**config.mk**
```make
export PLATFORM = sky130hd
export DESIGN_NAME = power_sleep_button_events
export DESIGN_NICKNAME = d
export VERILOG_FILES = /design/src/logic/power_sleep_button_events.v
export VERILOG_INCLUDE_DIRS = /design/src /design/src/logic
export SDC_FILE = /design/constraint.sdc
export NUM_CORES = 1
export LEC_CHECK = 0
export BUFFER_PORTS_ARGS = -buffer_cell sky130_fd_sc_hd__buf_2
export CORE_ASPECT_RATIO = 0.9
export CORE_UTILIZATION = 56
export CTS_CLUSTER_DIAMETER = 120
export DETAILED_ROUTE_END_ITERATION = 8
export GPL_TIMING_DRIVEN = 0
export PLACE_DENSITY = 0.74
export SYNTH_ARGS = -nofsm -noshare
export SYNTH_HDL_FRONTEND = slang
export SYNTH_SLANG_ARGS = --single-unit
```
**constraint.sdc**
```tcl
create_clock -name clock -period 2.4 [get_ports clock]
set_input_delay 0.6 -clock clock [delete_from_list [all_inputs] [get_ports clock]]
set_output_delay 0.6 -clock clock [all_outputs]
set_load 0.05 [all_outputs]
```
**src/logic/button_events_defines.vh**
```
// Constants for the power and sleep key event block
`ifndef BUTTON_EVENTS_DEFINES_VH
`define BUTTON_EVENTS_DEFINES_VH

// ==========================================
// I/O map of the control-method key registers
`define POWER_KEY_EVENT_STATUS_ADDR 16'h0200
`define SLEEP_KEY_EVENT_STATUS_ADDR 16'h0201
`define KEY_REQUEST_BIT             0
`define KEY_WAKE_BIT                1
`define KEY_STATUS_RESET            2'h0
`define IO_READ_UNMAPPED            8'h00

// ==========================================
// System state codes
`define STATE_WORKING  2'h0
`define STATE_SLEEPING 2'h1
`define STATE_SOFT_OFF 2'h2

// ==========================================
// Key model codes
`define KEY_MODEL_NONE   2'h0
`define KEY_MODEL_FIXED  2'h1
`define KEY_MODEL_METHOD 2'h2

// ==========================================
// Timing
`define CLK_PERIOD_NS   32'd4
`define CYCLES_PER_MS   (32'd1000000 / `CLK_PERIOD_NS)
`define DEBOUNCE_MS     32'd10
`define DEBOUNCE_CYCLES (`DEBOUNCE_MS * `CYCLES_PER_MS)
`define OVERRIDE_MS     32'd4000
`define OVERRIDE_CYCLES (`OVERRIDE_MS * `CYCLES_PER_MS)

`endif

```
**src/logic/power_sleep_button_events.v**
```verilog
// Power and sleep key debounce, status flags, wake and override logic
//
// Summary of operation
// RQ1 - Power held over four seconds forces soft-off
// RQ2 - Override clears power key status flag
// RQ3 - Sleep absent flag low only for fixed
// RQ4 - Sleep press sets sticky status until cleared
// RQ5 - Sleep interrupt when enabled and working
// RQ6 - Sleep key debounced, flag set on edge
// RQ7 - Software clears sleep flag on interrupt
// RQ8 - Sleep press while sleeping sets, may wake
// RQ9 - Power method register byte at 0x200
// RQ10 - Method status bits clear on writing one
// RQ11 - Power request drives general event zero
// RQ12 - Power handler clears, then notifies software
// RQ13 - Sleep method register byte at 0x201
// RQ14 - Sleep handler clears, then notifies software
// RQ15 - Sleep key never requests soft-off
// RQ16 - Power press sets flag; interrupt when enabled
// RQ17 - Power press while asleep/off wakes always
// RQ18 - Override delivered as dedicated off signal
// RQ19 - Zero writes keep bits; set beats clear
// RQ20 - Hold timer restarts on release, fires once
`include "button_events_defines.vh"
`default_nettype none

module power_sleep_button_events #(
   parameter [31:0] DEBOUNCE_CYCLES = `DEBOUNCE_CYCLES,
   parameter [31:0] OVERRIDE_CYCLES = `OVERRIDE_CYCLES
) (
   // Clock and reset
   input  wire        clock,
   input  wire        rstn,
   // Key pins, low while pressed
   input  wire        powerKeyPinN,
   input  wire        sleepKeyPinN,
   // Platform configuration and state
   input  wire [1:0]  powerKeyModel,
   input  wire [1:0]  sleepKeyModel,
   input  wire [1:0]  systemState,
   // Fixed event controls
   input  wire        powerKeyEventEnable,
   input  wire        sleepKeyEventEnable,
   input  wire        sleepSequenceEnable,
   input  wire        powerKeyStatusClear,
   input  wire        sleepKeyStatusClear,
   // Byte I/O port
   input  wire [15:0] ioAddr,
   input  wire [7:0]  ioWrData,
   input  wire        ioWr,
   input  wire        ioRd,
   output reg  [7:0]  ioRdData,
   // Status and events
   output reg         powerKeyStatusFlag,
   output reg         sleepKeyStatusFlag,
   output reg         powerKeyAbsentFlag,
   output reg         sleepKeyAbsentFlag,
   output reg         systemControlInterrupt,
   output reg         wakeRequest,
   output reg         sleepTransitionRequest,
   output reg         powerKeyOverride,
   output reg         generalEventStatusZero,
   output reg         generalEventStatusOne
);

   // ==========================================
   // Per-key synchroniser and debounce
   wire [1:0] pinN = {sleepKeyPinN, powerKeyPinN};
   wire [1:0] keyDown;
   wire [1:0] pressEdge;

   genvar k;
   generate
      for (k = 0; k < 2; k = k + 1) begin : keyLane
         reg [2:0]  sync;
         reg [31:0] stableCount;
         reg        debounced;
         reg        edgePulse;
         wire       agreed = (sync[1] == sync[2]);
         wire       level  = ~sync[2];
         always @(posedge clock or negedge rstn) begin
            if (!rstn) begin
               sync        <= 3'h7;
               stableCount <= 32'h0;
               debounced   <= 1'b0;
               edgePulse   <= 1'b0;
            end else begin
               sync      <= {sync[1:0], pinN[k]};
               edgePulse <= 1'b0;
               if (!agreed || level == debounced) begin
                  stableCount <= 32'h0;
               end else if (stableCount >= DEBOUNCE_CYCLES - 32'h1) begin
                  stableCount <= 32'h0;
                  debounced   <= level;
                  edgePulse   <= level; // [RQ6]
               end else begin
                  stableCount <= stableCount + 32'h1;
               end
            end
         end
         assign keyDown[k]   = debounced;
         assign pressEdge[k] = edgePulse;
      end
   endgenerate

   wire powerDown  = keyDown[0];
   wire powerPress = pressEdge[0];
   wire sleepPress = pressEdge[1];

   wire working  = (systemState == `STATE_WORKING);
   wire sleeping = (systemState == `STATE_SLEEPING);
   wire softOff  = (systemState == `STATE_SOFT_OFF);

   // ==========================================
   // Override hold timer
   reg [31:0] holdCount;
   reg        holdFired;
   wire       overrideHit = powerDown && working && !holdFired
                            && (holdCount >= OVERRIDE_CYCLES);

   always @(posedge clock or negedge rstn) begin
      if (!rstn) begin
         holdCount        <= 32'h0;
         holdFired        <= 1'b0;
         powerKeyOverride <= 1'b0;
      end else begin
         powerKeyOverride <= overrideHit; // [RQ18]
         if (!powerDown || !working) begin
            holdCount <= 32'h0; // [RQ20]
            holdFired <= 1'b0;
         end else if (overrideHit) begin
            holdFired <= 1'b1; // [RQ1] [RQ20]
         end else if (!holdFired) begin
            holdCount <= holdCount + 32'h1;
         end
      end
   end

   // ==========================================
   // Fixed status flags
   always @(posedge clock or negedge rstn) begin
      if (!rstn) begin
         powerKeyStatusFlag <= 1'b0;
         sleepKeyStatusFlag <= 1'b0;
      end else begin
         if (powerPress)
            powerKeyStatusFlag <= 1'b1; // [RQ16] [RQ17] [RQ19]
         else if (overrideHit)
            powerKeyStatusFlag <= 1'b0; // [RQ2]
         else if (powerKeyStatusClear)
            powerKeyStatusFlag <= 1'b0;
         if (sleepPress)
            sleepKeyStatusFlag <= 1'b1; // [RQ4] [RQ8] [RQ19]
         else if (sleepKeyStatusClear)
            sleepKeyStatusFlag <= 1'b0; // [RQ7]
      end
   end

   // ==========================================
   // Interrupt, wake and transition requests
   always @(posedge clock or negedge rstn) begin
      if (!rstn) begin
         systemControlInterrupt <= 1'b0;
         wakeRequest            <= 1'b0;
         sleepTransitionRequest <= 1'b0;
      end else begin
         systemControlInterrupt <= working && // [RQ5] [RQ16]
            ((powerKeyStatusFlag && powerKeyEventEnable) ||
             (sleepKeyStatusFlag && sleepKeyEventEnable));
         wakeRequest <= (powerPress && (sleeping || softOff)) // [RQ17]
            || (sleepPress && sleeping && sleepSequenceEnable); // [RQ8]
         sleepTransitionRequest <= sleepPress && working; // [RQ15]
      end
   end

   // ==========================================
   // Key presence flags
   always @(posedge clock or negedge rstn) begin
      if (!rstn) begin
         powerKeyAbsentFlag <= 1'b1;
         sleepKeyAbsentFlag <= 1'b1;
      end else begin
         powerKeyAbsentFlag <= (powerKeyModel != `KEY_MODEL_FIXED);
         sleepKeyAbsentFlag <= (sleepKeyModel != `KEY_MODEL_FIXED); // [RQ3]
      end
   end

   // ==========================================
   // Control-method status registers
   reg  [1:0] powerMethodStatus;
   reg  [1:0] sleepMethodStatus;
   reg  [1:0] next_powerMethodStatus;
   reg  [1:0] next_sleepMethodStatus;
   wire       powerMethod = (powerKeyModel == `KEY_MODEL_METHOD);
   wire       sleepMethod = (sleepKeyModel == `KEY_MODEL_METHOD);
   wire       hitPower = (ioAddr == `POWER_KEY_EVENT_STATUS_ADDR); // [RQ9]
   wire       hitSleep = (ioAddr == `SLEEP_KEY_EVENT_STATUS_ADDR); // [RQ13]
   wire [1:0] powerSet;
   wire [1:0] sleepSet;
   wire [1:0] powerClr = (ioWr && hitPower) ? ioWrData[1:0] : 2'h0;
   wire [1:0] sleepClr = (ioWr && hitSleep) ? ioWrData[1:0] : 2'h0;

   assign powerSet[`KEY_REQUEST_BIT] = powerMethod && powerPress && working;
   assign powerSet[`KEY_WAKE_BIT]    = powerMethod && powerPress && !working;
   assign sleepSet[`KEY_REQUEST_BIT] = sleepMethod && sleepPress && working;
   assign sleepSet[`KEY_WAKE_BIT]    = sleepMethod && sleepPress && sleeping;

   always @* begin
      next_powerMethodStatus = (powerMethodStatus & ~powerClr) | powerSet; // [RQ10] [RQ19]
      next_sleepMethodStatus = (sleepMethodStatus & ~sleepClr) | sleepSet; // [RQ10] [RQ19]
   end

   always @(posedge clock or negedge rstn) begin
      if (!rstn) begin
         powerMethodStatus      <= `KEY_STATUS_RESET;
         sleepMethodStatus      <= `KEY_STATUS_RESET;
         generalEventStatusZero <= 1'b0;
         generalEventStatusOne  <= 1'b0;
      end else begin
         powerMethodStatus      <= next_powerMethodStatus;
         sleepMethodStatus      <= next_sleepMethodStatus;
         generalEventStatusZero <= next_powerMethodStatus[`KEY_REQUEST_BIT]; // [RQ11]
         generalEventStatusOne  <= next_sleepMethodStatus[`KEY_REQUEST_BIT];
      end
   end

   // ==========================================
   // Read port
   always @(posedge clock or negedge rstn) begin
      if (!rstn) begin
         ioRdData <= `IO_READ_UNMAPPED;
      end else if (ioRd) begin
         if (hitPower)
            ioRdData <= {6'h00, powerMethodStatus}; // [RQ9]
         else if (hitSleep)
            ioRdData <= {6'h00, sleepMethodStatus}; // [RQ13]
         else
            ioRdData <= `IO_READ_UNMAPPED;
      end
   end

endmodule // power_sleep_button_events

`default_nettype wire

```
==> reports/metrics.cfg, run 1 <==
[outcome]
status = completed

[finish]
area_delta_synth_final_pct = 21.14
postLayoutCellArea_um2 = 6689
drive_gt1_share_pct = 18.77
fillers = 715
fin_util_pct = 69.57
stdcell_count = 760
diodes = 0
nNetsFinal = 668

[worst_setup_path]
crit_fanout = 10
cp_top_family = compound AO/OA/AOI/OAI gates
path_buf_inv = 1
cpPeakStageDelay_ps = 420
cp.arrival_ps = 2640
reg2reg_depth = 8
endpoint_kind = register
crit_path_start_kind = register
worstSetupPathType = register to register
path_cells = ha_1 > nand4_1 > a2111oi_1 > a2111o_1 > a41oi_2 > o21ai_2 > clkbuf_4 > nor2_1
worstPathRequired_ps = 2840
crit_cells = 8
critPathSlowestCell = a2111o_1

[synth]
syn_area_per_cell_um2 = 10.44
yosys_warnings = 0
synth_top_family_by_area = simple AND/OR/NAND/NOR gates
synth_flop_cell = dfrtp_1
ys_async_sr_fraction_pct = 100.0
synth_cells = 529
synth-simple-area-share_pct = 23.25
synth_compound_area_share_pct = 7.637
synthesis.area_um2 = 5522
synth_mux_area_share_pct = 0.7705
postSynthRegisterBits = 121
synth_cell_types = 65
synth-xor-area-share_pct = 9.041
yosysSeqAreaShare_pct = 55.02
synth-edff-count = 0
synthAdderAreaFrac_pct = 1.360

[clocking]
root_buffer = clkbuf_8
cts.sinks = 121
cts.htree.levels = 4
cts_buffer_depth = 2
clk_latency_ps = 520
path_clk_slew_ps = 50
postCtsSetupRepairBufs = 0
cts_tree = done
numCtsBuffers = 17

[drt]
routed_via_density = 5.503
wl_per_cell_um = 14.55
dr.pass1.iters = 4
finalWirelength_mm = 11.06
num_vias = 4182
drtIter0Drc = 214
drc = 0
ant_nets = 0

[min_path]
whs_path_depth = 1
hp-class = input pin to register

[sta]
fin_skew_ps = 7.682
slew_viol_final = 0
max_freq_mhz = 454.8
worst_slew_margin_rel_pct = 55.17
hold_violations = 0
tightest_slew_ps = 667.4
min_period_over_period_pct = 91.62
setup_viol = 0
finalCriticalPeriod_ps = 2199

[floorplanning]
start_util_pct = 57.43
floorplan.core_area_um2 = 9614
io_pins = 59
die_w_um = 106.7
rows = 34
dieHeight_um = 96.20
dieArea_um2 = 10260

[placed_design]
gp_congestion = 0.8077
placed_cell_area_um2 = 6037
port_buffers = 46
hpwl_mm = 7.342
placed_cells = 727

[pwr]
ir_drop_mv = 0.6190
seqPwrFrac_pct = 42.0
power.leakage_nw = 2.911
intPower_mw = 3.988
power.density_nw_per_um2 = 758.4
share_comb_of_total_power_pct = 5.0
switching_share_pct = 21.39
switchingPower_mw = 1.085
power_frac_clock_pct = 53.0

[global_routing]
grt_max_degree = 79
grt-ovfl-total = 0
grt_pass1_vias = 3990
grt_pass1_wl_mm = 18.52
grt_usage_pct = 23.64
grt_antenna_before_repair = 0

[run]
max_cap_viol_count = 0

-- cell families after synthesis --
| kind of cell | count (synthesis) |
|---|---|
| other | 1 |
| AO/OA/AOI/OAI | 56 |
| AND/OR/NAND/NOR | 252 |
| multiplexers | 4 |
| adder cells (fa/ha/maj) | 6 |
| buffers and inverters | 32 |
| XOR/XNOR | 57 |
| flip-flops | 121 |
-- final timing paths --
| kind | start | endpoint | slack [ps] |
|---|---|---|---|
| max in group asynchronous | rstn | keyLane[0].sync[1] | 1090 |
| worst max register to register | keyLane[1].stableCount[0] | keyLane[1].stableCount[14] | 200 |
| min in group asynchronous | rstn | holdCount[20] | 580 |
| worst min register to register | keyLane[0].sync[0] | keyLane[0].sync[1] | 360 |
| worst max-delay path | keyLane[1].stableCount[0] | keyLane[1].stableCount[14] | 200 |
| worst min-delay path | sleepKeyPinN | keyLane[1].sync[0] | 190 |
-- synth_stat cells (all sizes together), types with 5 or more instances --
master,instances,area (um^2)
dfrtp,113,2828
nor2,87,326.6
xor2,43,376.6
nand2,36,137.6
nand3,35,175.2
nand4,19,118.9
and3,17,106.4
inv,16,60.06
o21ai,14,77.58
xnor2,14,122.6
buf,13,86.33
nor3,13,70.07
a21oi,11,66.32
nor4,9,56.30
or3,9,61.31
dfstp,8,210.2
ha,6,75.07
or4,5,41.29
-- cells in the final DEF, fill, tap and decap left out, types with 6 or more instances in the layout --
cell type and count:
buf_2 50, ha_1 6, dfstp_2 8, or3_1 8, nor4_1 8, and3_1 17
dfrtp_1 113, nand4_1 19, conb_1 26, xnor2_1 14, nand2_1 35, nand3_1 35
a21oi_1 10, o21ai_0 12, nor2_1 87, clkbuf_16 16, buf_4 6, nor3_1 12
xor2_1 43, inv_1 16
-- power by group through the flow --
stage	combinational [mW]	clock, mW	sequential [mW]
final	0.254	2.69	2.13
after global routing	0.281	2.82	2.13
after CTS	0.258	2.73	2.13
after detailed placement	0.253	0	2.16
after global placement	0.241	0	2.16
after floorplan	0.0922	0	2.21
-- per-stage QoR --
step	setup WS [ps]	setup TNS [ps]	power, mW	hold WS (ps)
global placement	-662.3	-74350	2.402	349.9
detailed placement	17.36	0	2.418	349.3
CTS	129.2	0	5.118	168.1
finish	201.1	0	5.073	185.5
floorplan	461.0	0	2.302	304.4
global route	-10.23	-36.14	5.240	160.2
-- registers in the layout, indices dropped and copies added, names as in the netlist --
name / cells
powerMethodStatus: 2
sleepKeyStatusFlag: 1
ioRdData: 2
powerKeyStatusFlag: 1
powerKeyOverride: 1
holdCount: 32
wakeRequest: 1
powerKeyAbsentFlag: 1
holdFired: 1
sleepTransitionRequest: 1
sleepKeyAbsentFlag: 1
sleepMethodStatus: 2
keyLane.debounced: 2
keyLane.edgePulse: 2
systemControlInterrupt: 1
keyLane.stableCount: 64
keyLane.sync: 6
-- routing by layer --
layer | vias to the layer above | GRT usage (%) | routed length, um
met1 | 2044 | 30.06 | 5010
met3 | 16 | 6.500 | 548
met4 | 0 | 9.361 | 160
met2 | 115 | 38.76 | 5341
li1 | 2007 | - | -
met5 | - | 0 | 0
-- cell type report --
cell class              instances  area, um^2  share of cell area [%]
clock buffers                  19       431.7                   6.453
plain buffers                  16       100.1                   1.496
inverters                      16       60.06                  0.8979
flip-flops and latches        121        3038                   45.42
well taps                     126       157.7                   2.357
multi-input cells             401        2427                   36.29
repair buffers                 48       274.0                   4.097
clock inverters                13       200.2                   2.993
-- what timing repair did --
item,4_1_cts,5_1_grt
gates resized for setup,0,3
hold buffers,1,0
endpoints found under the hold margin,15,0
endpoints found under the setup margin,0,21
(Power assumes the default switching activity.)
==> inputs of run 2 (changes only) <==
--- a/config.mk
+++ b/config.mk
@@ -13,6 +13,7 @@
 export DETAILED_ROUTE_END_ITERATION = 8
 export GPL_TIMING_DRIVEN = 0
 export PLACE_DENSITY = 0.74
+export RECOVER_POWER = 50
 export SYNTH_ARGS = -nofsm -noshare
 export SYNTH_HDL_FRONTEND = slang
 export SYNTH_SLANG_ARGS = --single-unit
==> run 2 against run 1 <==
  * Global-route usage is the same
  * Die area unchanged
  * Clock power about the same
  * Sequential power about the same
  * Combinational power shrank 2%
  * Via count is 0.33% lower
  * Register-to-register slack is essentially flat
  * Total power decreased by 0.13%
  * Clock-buffer cell count is the same
  * Clock skew barely moved
  * Maximum frequency is essentially flat
  * Critical endpoint unchanged
==> reports/metrics.cfg, run 2 (synthesis results as in run 1) <==
[sta]
finalCriticalPeriod_ps = 2200  ; +1.182 ps
tns_ps = 0  ; unchanged
fin_hold_ws_ps = 188.3  ; +2.748 ps
min_period_over_period_pct = 91.67  ; about the same
max_freq_mhz = 454.5  ; about the same
setup_viol = 0  ; unchanged
worst_slew_margin_rel_pct = 29.15  ; -26 points
slew_viol_final = 0  ; unchanged
tightest_slew_ps = 1063  ; +395.4 ps
hold_violations = 0  ; unchanged
fin_skew_ps = 7.401  ; -0.2811 ps

[pwr]
power_frac_clock_pct = 53.0  ; about the same
switching_share_pct = 21.38  ; about the same
switchingPower_mw = 1.083  ; -0.14%
ir_drop_mv = 0.6214  ; +0.39%
power.leakage_nw = 2.898  ; -0.46%
power.density_nw_per_um2 = 760.1  ; +0.23%
share_comb_of_total_power_pct = 4.9  ; about the same
intPower_mw = 3.983  ; -0.13%
seqPwrFrac_pct = 42.0  ; about the same

[worst_setup_path]
reg2reg_depth = 8  ; unchanged
timing.rr.start = keyLane[1].stableCount[0]
worstSetupPathType = register to register
endpoint = keyLane[1].stableCount[14]
worst_r2r_endpoint = keyLane[1].stableCount[14]
crit_cells = 8  ; unchanged
path_buf_inv = 1  ; unchanged
worstPathRequired_ps = 2840  ; about the same
critPathSlowestCell = a2111o_1
r2r_setup_slack_ps = 200  ; about the same
endpoint_kind = register
cp.arrival_ps = 2640  ; about the same
crit_path_start_kind = register
crit_fanout = 10  ; unchanged
path_cells = ha_1 > nand4_1 > a2111oi_1 > a2111o_1 > a41oi_2 > o21ai_2 > clkbuf_4 > nor2_1
crit_start = keyLane[1].stableCount[0]
cpPeakStageDelay_ps = 420  ; about the same
cp_top_family = compound AO/OA/AOI/OAI gates

[floorplanning]
start_util_pct = 57.43  ; unchanged
die_w_um = 106.7  ; unchanged
io_pins = 59  ; unchanged
dieHeight_um = 96.20  ; unchanged
rows = 34  ; unchanged
dieArea_um2 = 10260  ; unchanged
floorplan.core_area_um2 = 9614  ; unchanged

[finish]
stdcell_count = 760  ; unchanged
fillers = 718  ; +0.42%
diodes = 0  ; unchanged
final_common_cell = dfrtp_1
largest_register_ff_count = 64  ; unchanged
reg_top3 = keyLane.stableCount (64), holdCount (32), keyLane.sync (6)
final_cell_mix = dfrtp_1, nor2_1, buf_2
nNetsFinal = 668  ; unchanged
largest_register = keyLane.stableCount
fin_util_pct = 69.33  ; -0.25 points
drive_gt1_share_pct = 18.30  ; -0.47 points
area_delta_synth_final_pct = 20.71

[drt]
wl_per_cell_um = 14.54  ; -0.13%
drtIter0Drc = 216  ; +0.93%
ant_nets = 0  ; unchanged
drc = 0  ; unchanged
num_vias = 4168  ; -0.33%
dr.pass1.iters = 4  ; unchanged
finalWirelength_mm = 11.05  ; -0.13%
routed_via_density = 5.484  ; -0.33%

[global_routing]
grt_usage_pct = 23.64  ; unchanged
grt_pass1_vias = 3990  ; unchanged
grt_pass1_wl_mm = 18.52  ; unchanged
grt_max_degree = 79  ; unchanged
grt-ovfl-total = 0  ; unchanged
grt_antenna_before_repair = 0  ; unchanged

[min_path]
hp-class = input pin to register

[clocking]
cts_tree = done
cts_buffer_depth = 2  ; unchanged
root_buffer = clkbuf_8
cts.sinks = 121  ; unchanged
cts.htree.levels = 4  ; unchanged
numCtsBuffers = 17  ; unchanged
path_clk_slew_ps = 50  ; about the same
clk_latency_ps = 520  ; about the same

[run]
max_cap_viol_count = 0  ; unchanged

[placed_design]
gp_congestion = 0.8077  ; unchanged
port_buffers = 46  ; unchanged
placed_cells = 727  ; unchanged
hpwl_mm = 7.342  ; unchanged

[outcome]
status = completed

## run 2: cell types whose count changed in the layout (fill, tap and decap cells not counted), sizes merged
cell / before / now
buf: 59 / 57
clkbuf: 23 / 25
## run 2: worst min-delay path by stage
| stage | from | end | cells past startpoint |
|---|---|---|---|
| after floorplan | rstn | holdCount[0] | 0 |
| after global placement | keyLane[0].sync[0] | keyLane[0].sync[1] | 0 |
| after detailed placement | keyLane[0].sync[0] | keyLane[0].sync[1] | 0 |
| after CTS | sleepKeyPinN | keyLane[1].sync[0] | 1 |
| after global routing | sleepKeyPinN | keyLane[1].sync[0] | 1 |
| final | sleepKeyPinN | keyLane[1].sync[0] | 1 |
## run 2: area by class of cell
type                       instances  area (um^2)  area share [%]
buffer                            16        100.1           1.502
clock buffer                      19        431.7           6.476
clock inverter                    13        200.2           3.004
inverter                          16        60.06          0.9011
multi-input combinational        401         2427           36.42
sequential                       121         3038           45.58
tap                              126        157.7           2.365
timing repair buffer              48        250.2           3.754
## run 2: power groups by stage
stage	Sequential [mW]	Clock, mW	Combinational [mW]
2_1_floorplan	2.21	0	0.0922
3_3_place_gp	2.16	0	0.241
3_5_place_dp	2.16	0	0.253
4_1_cts	2.13	2.73	0.258
5_1_grt	2.13	2.82	0.276
6_report	2.13	2.69	0.249
## run 2: through the flow
| step | instance area, um^2 | total power [mW] | setup slack [ps] |
|---|---|---|---|
| floorplan | 5615 | 2.302 | 461.0 |
| global placement | 6003 | 2.402 | -662.3 |
| detailed placement | 6037 | 2.418 | 17.36 |
| CTS | 6679 | 5.118 | 129.2 |
| global route | 6665 | 5.234 | -10.21 |
| finish | 6665 | 5.066 | 199.9 |
## run 2: timing repair
action	CTS	global route
resized for setup	0	3
hold endpoints to repair	15	0
setup buffers	0	0
hold buffers	1	0
setup endpoints to repair	0	21
## run 2: routing by layer
metal | track usage (%) | share of wire (%) | vias to the layer above
met2 | 38.76 | 48 | 116
met3 | 6.500 | 4.8 | 14
met5 | 0 | 0 | -
met4 | 9.361 | 1.3 | 0
li1 | - | - | 2007
met1 | 30.06 | 46 | 2031
## run 2: worst register-to-register path, cell delays in order, from the launching register on
cell	delay (ps)
dfrtp_1	410
ha_1	260
nand4_1	180
a2111oi_1	110
a2111o_1	420
a41oi_2	290
o21ai_2	130
clkbuf_4	210
nor2_1	130
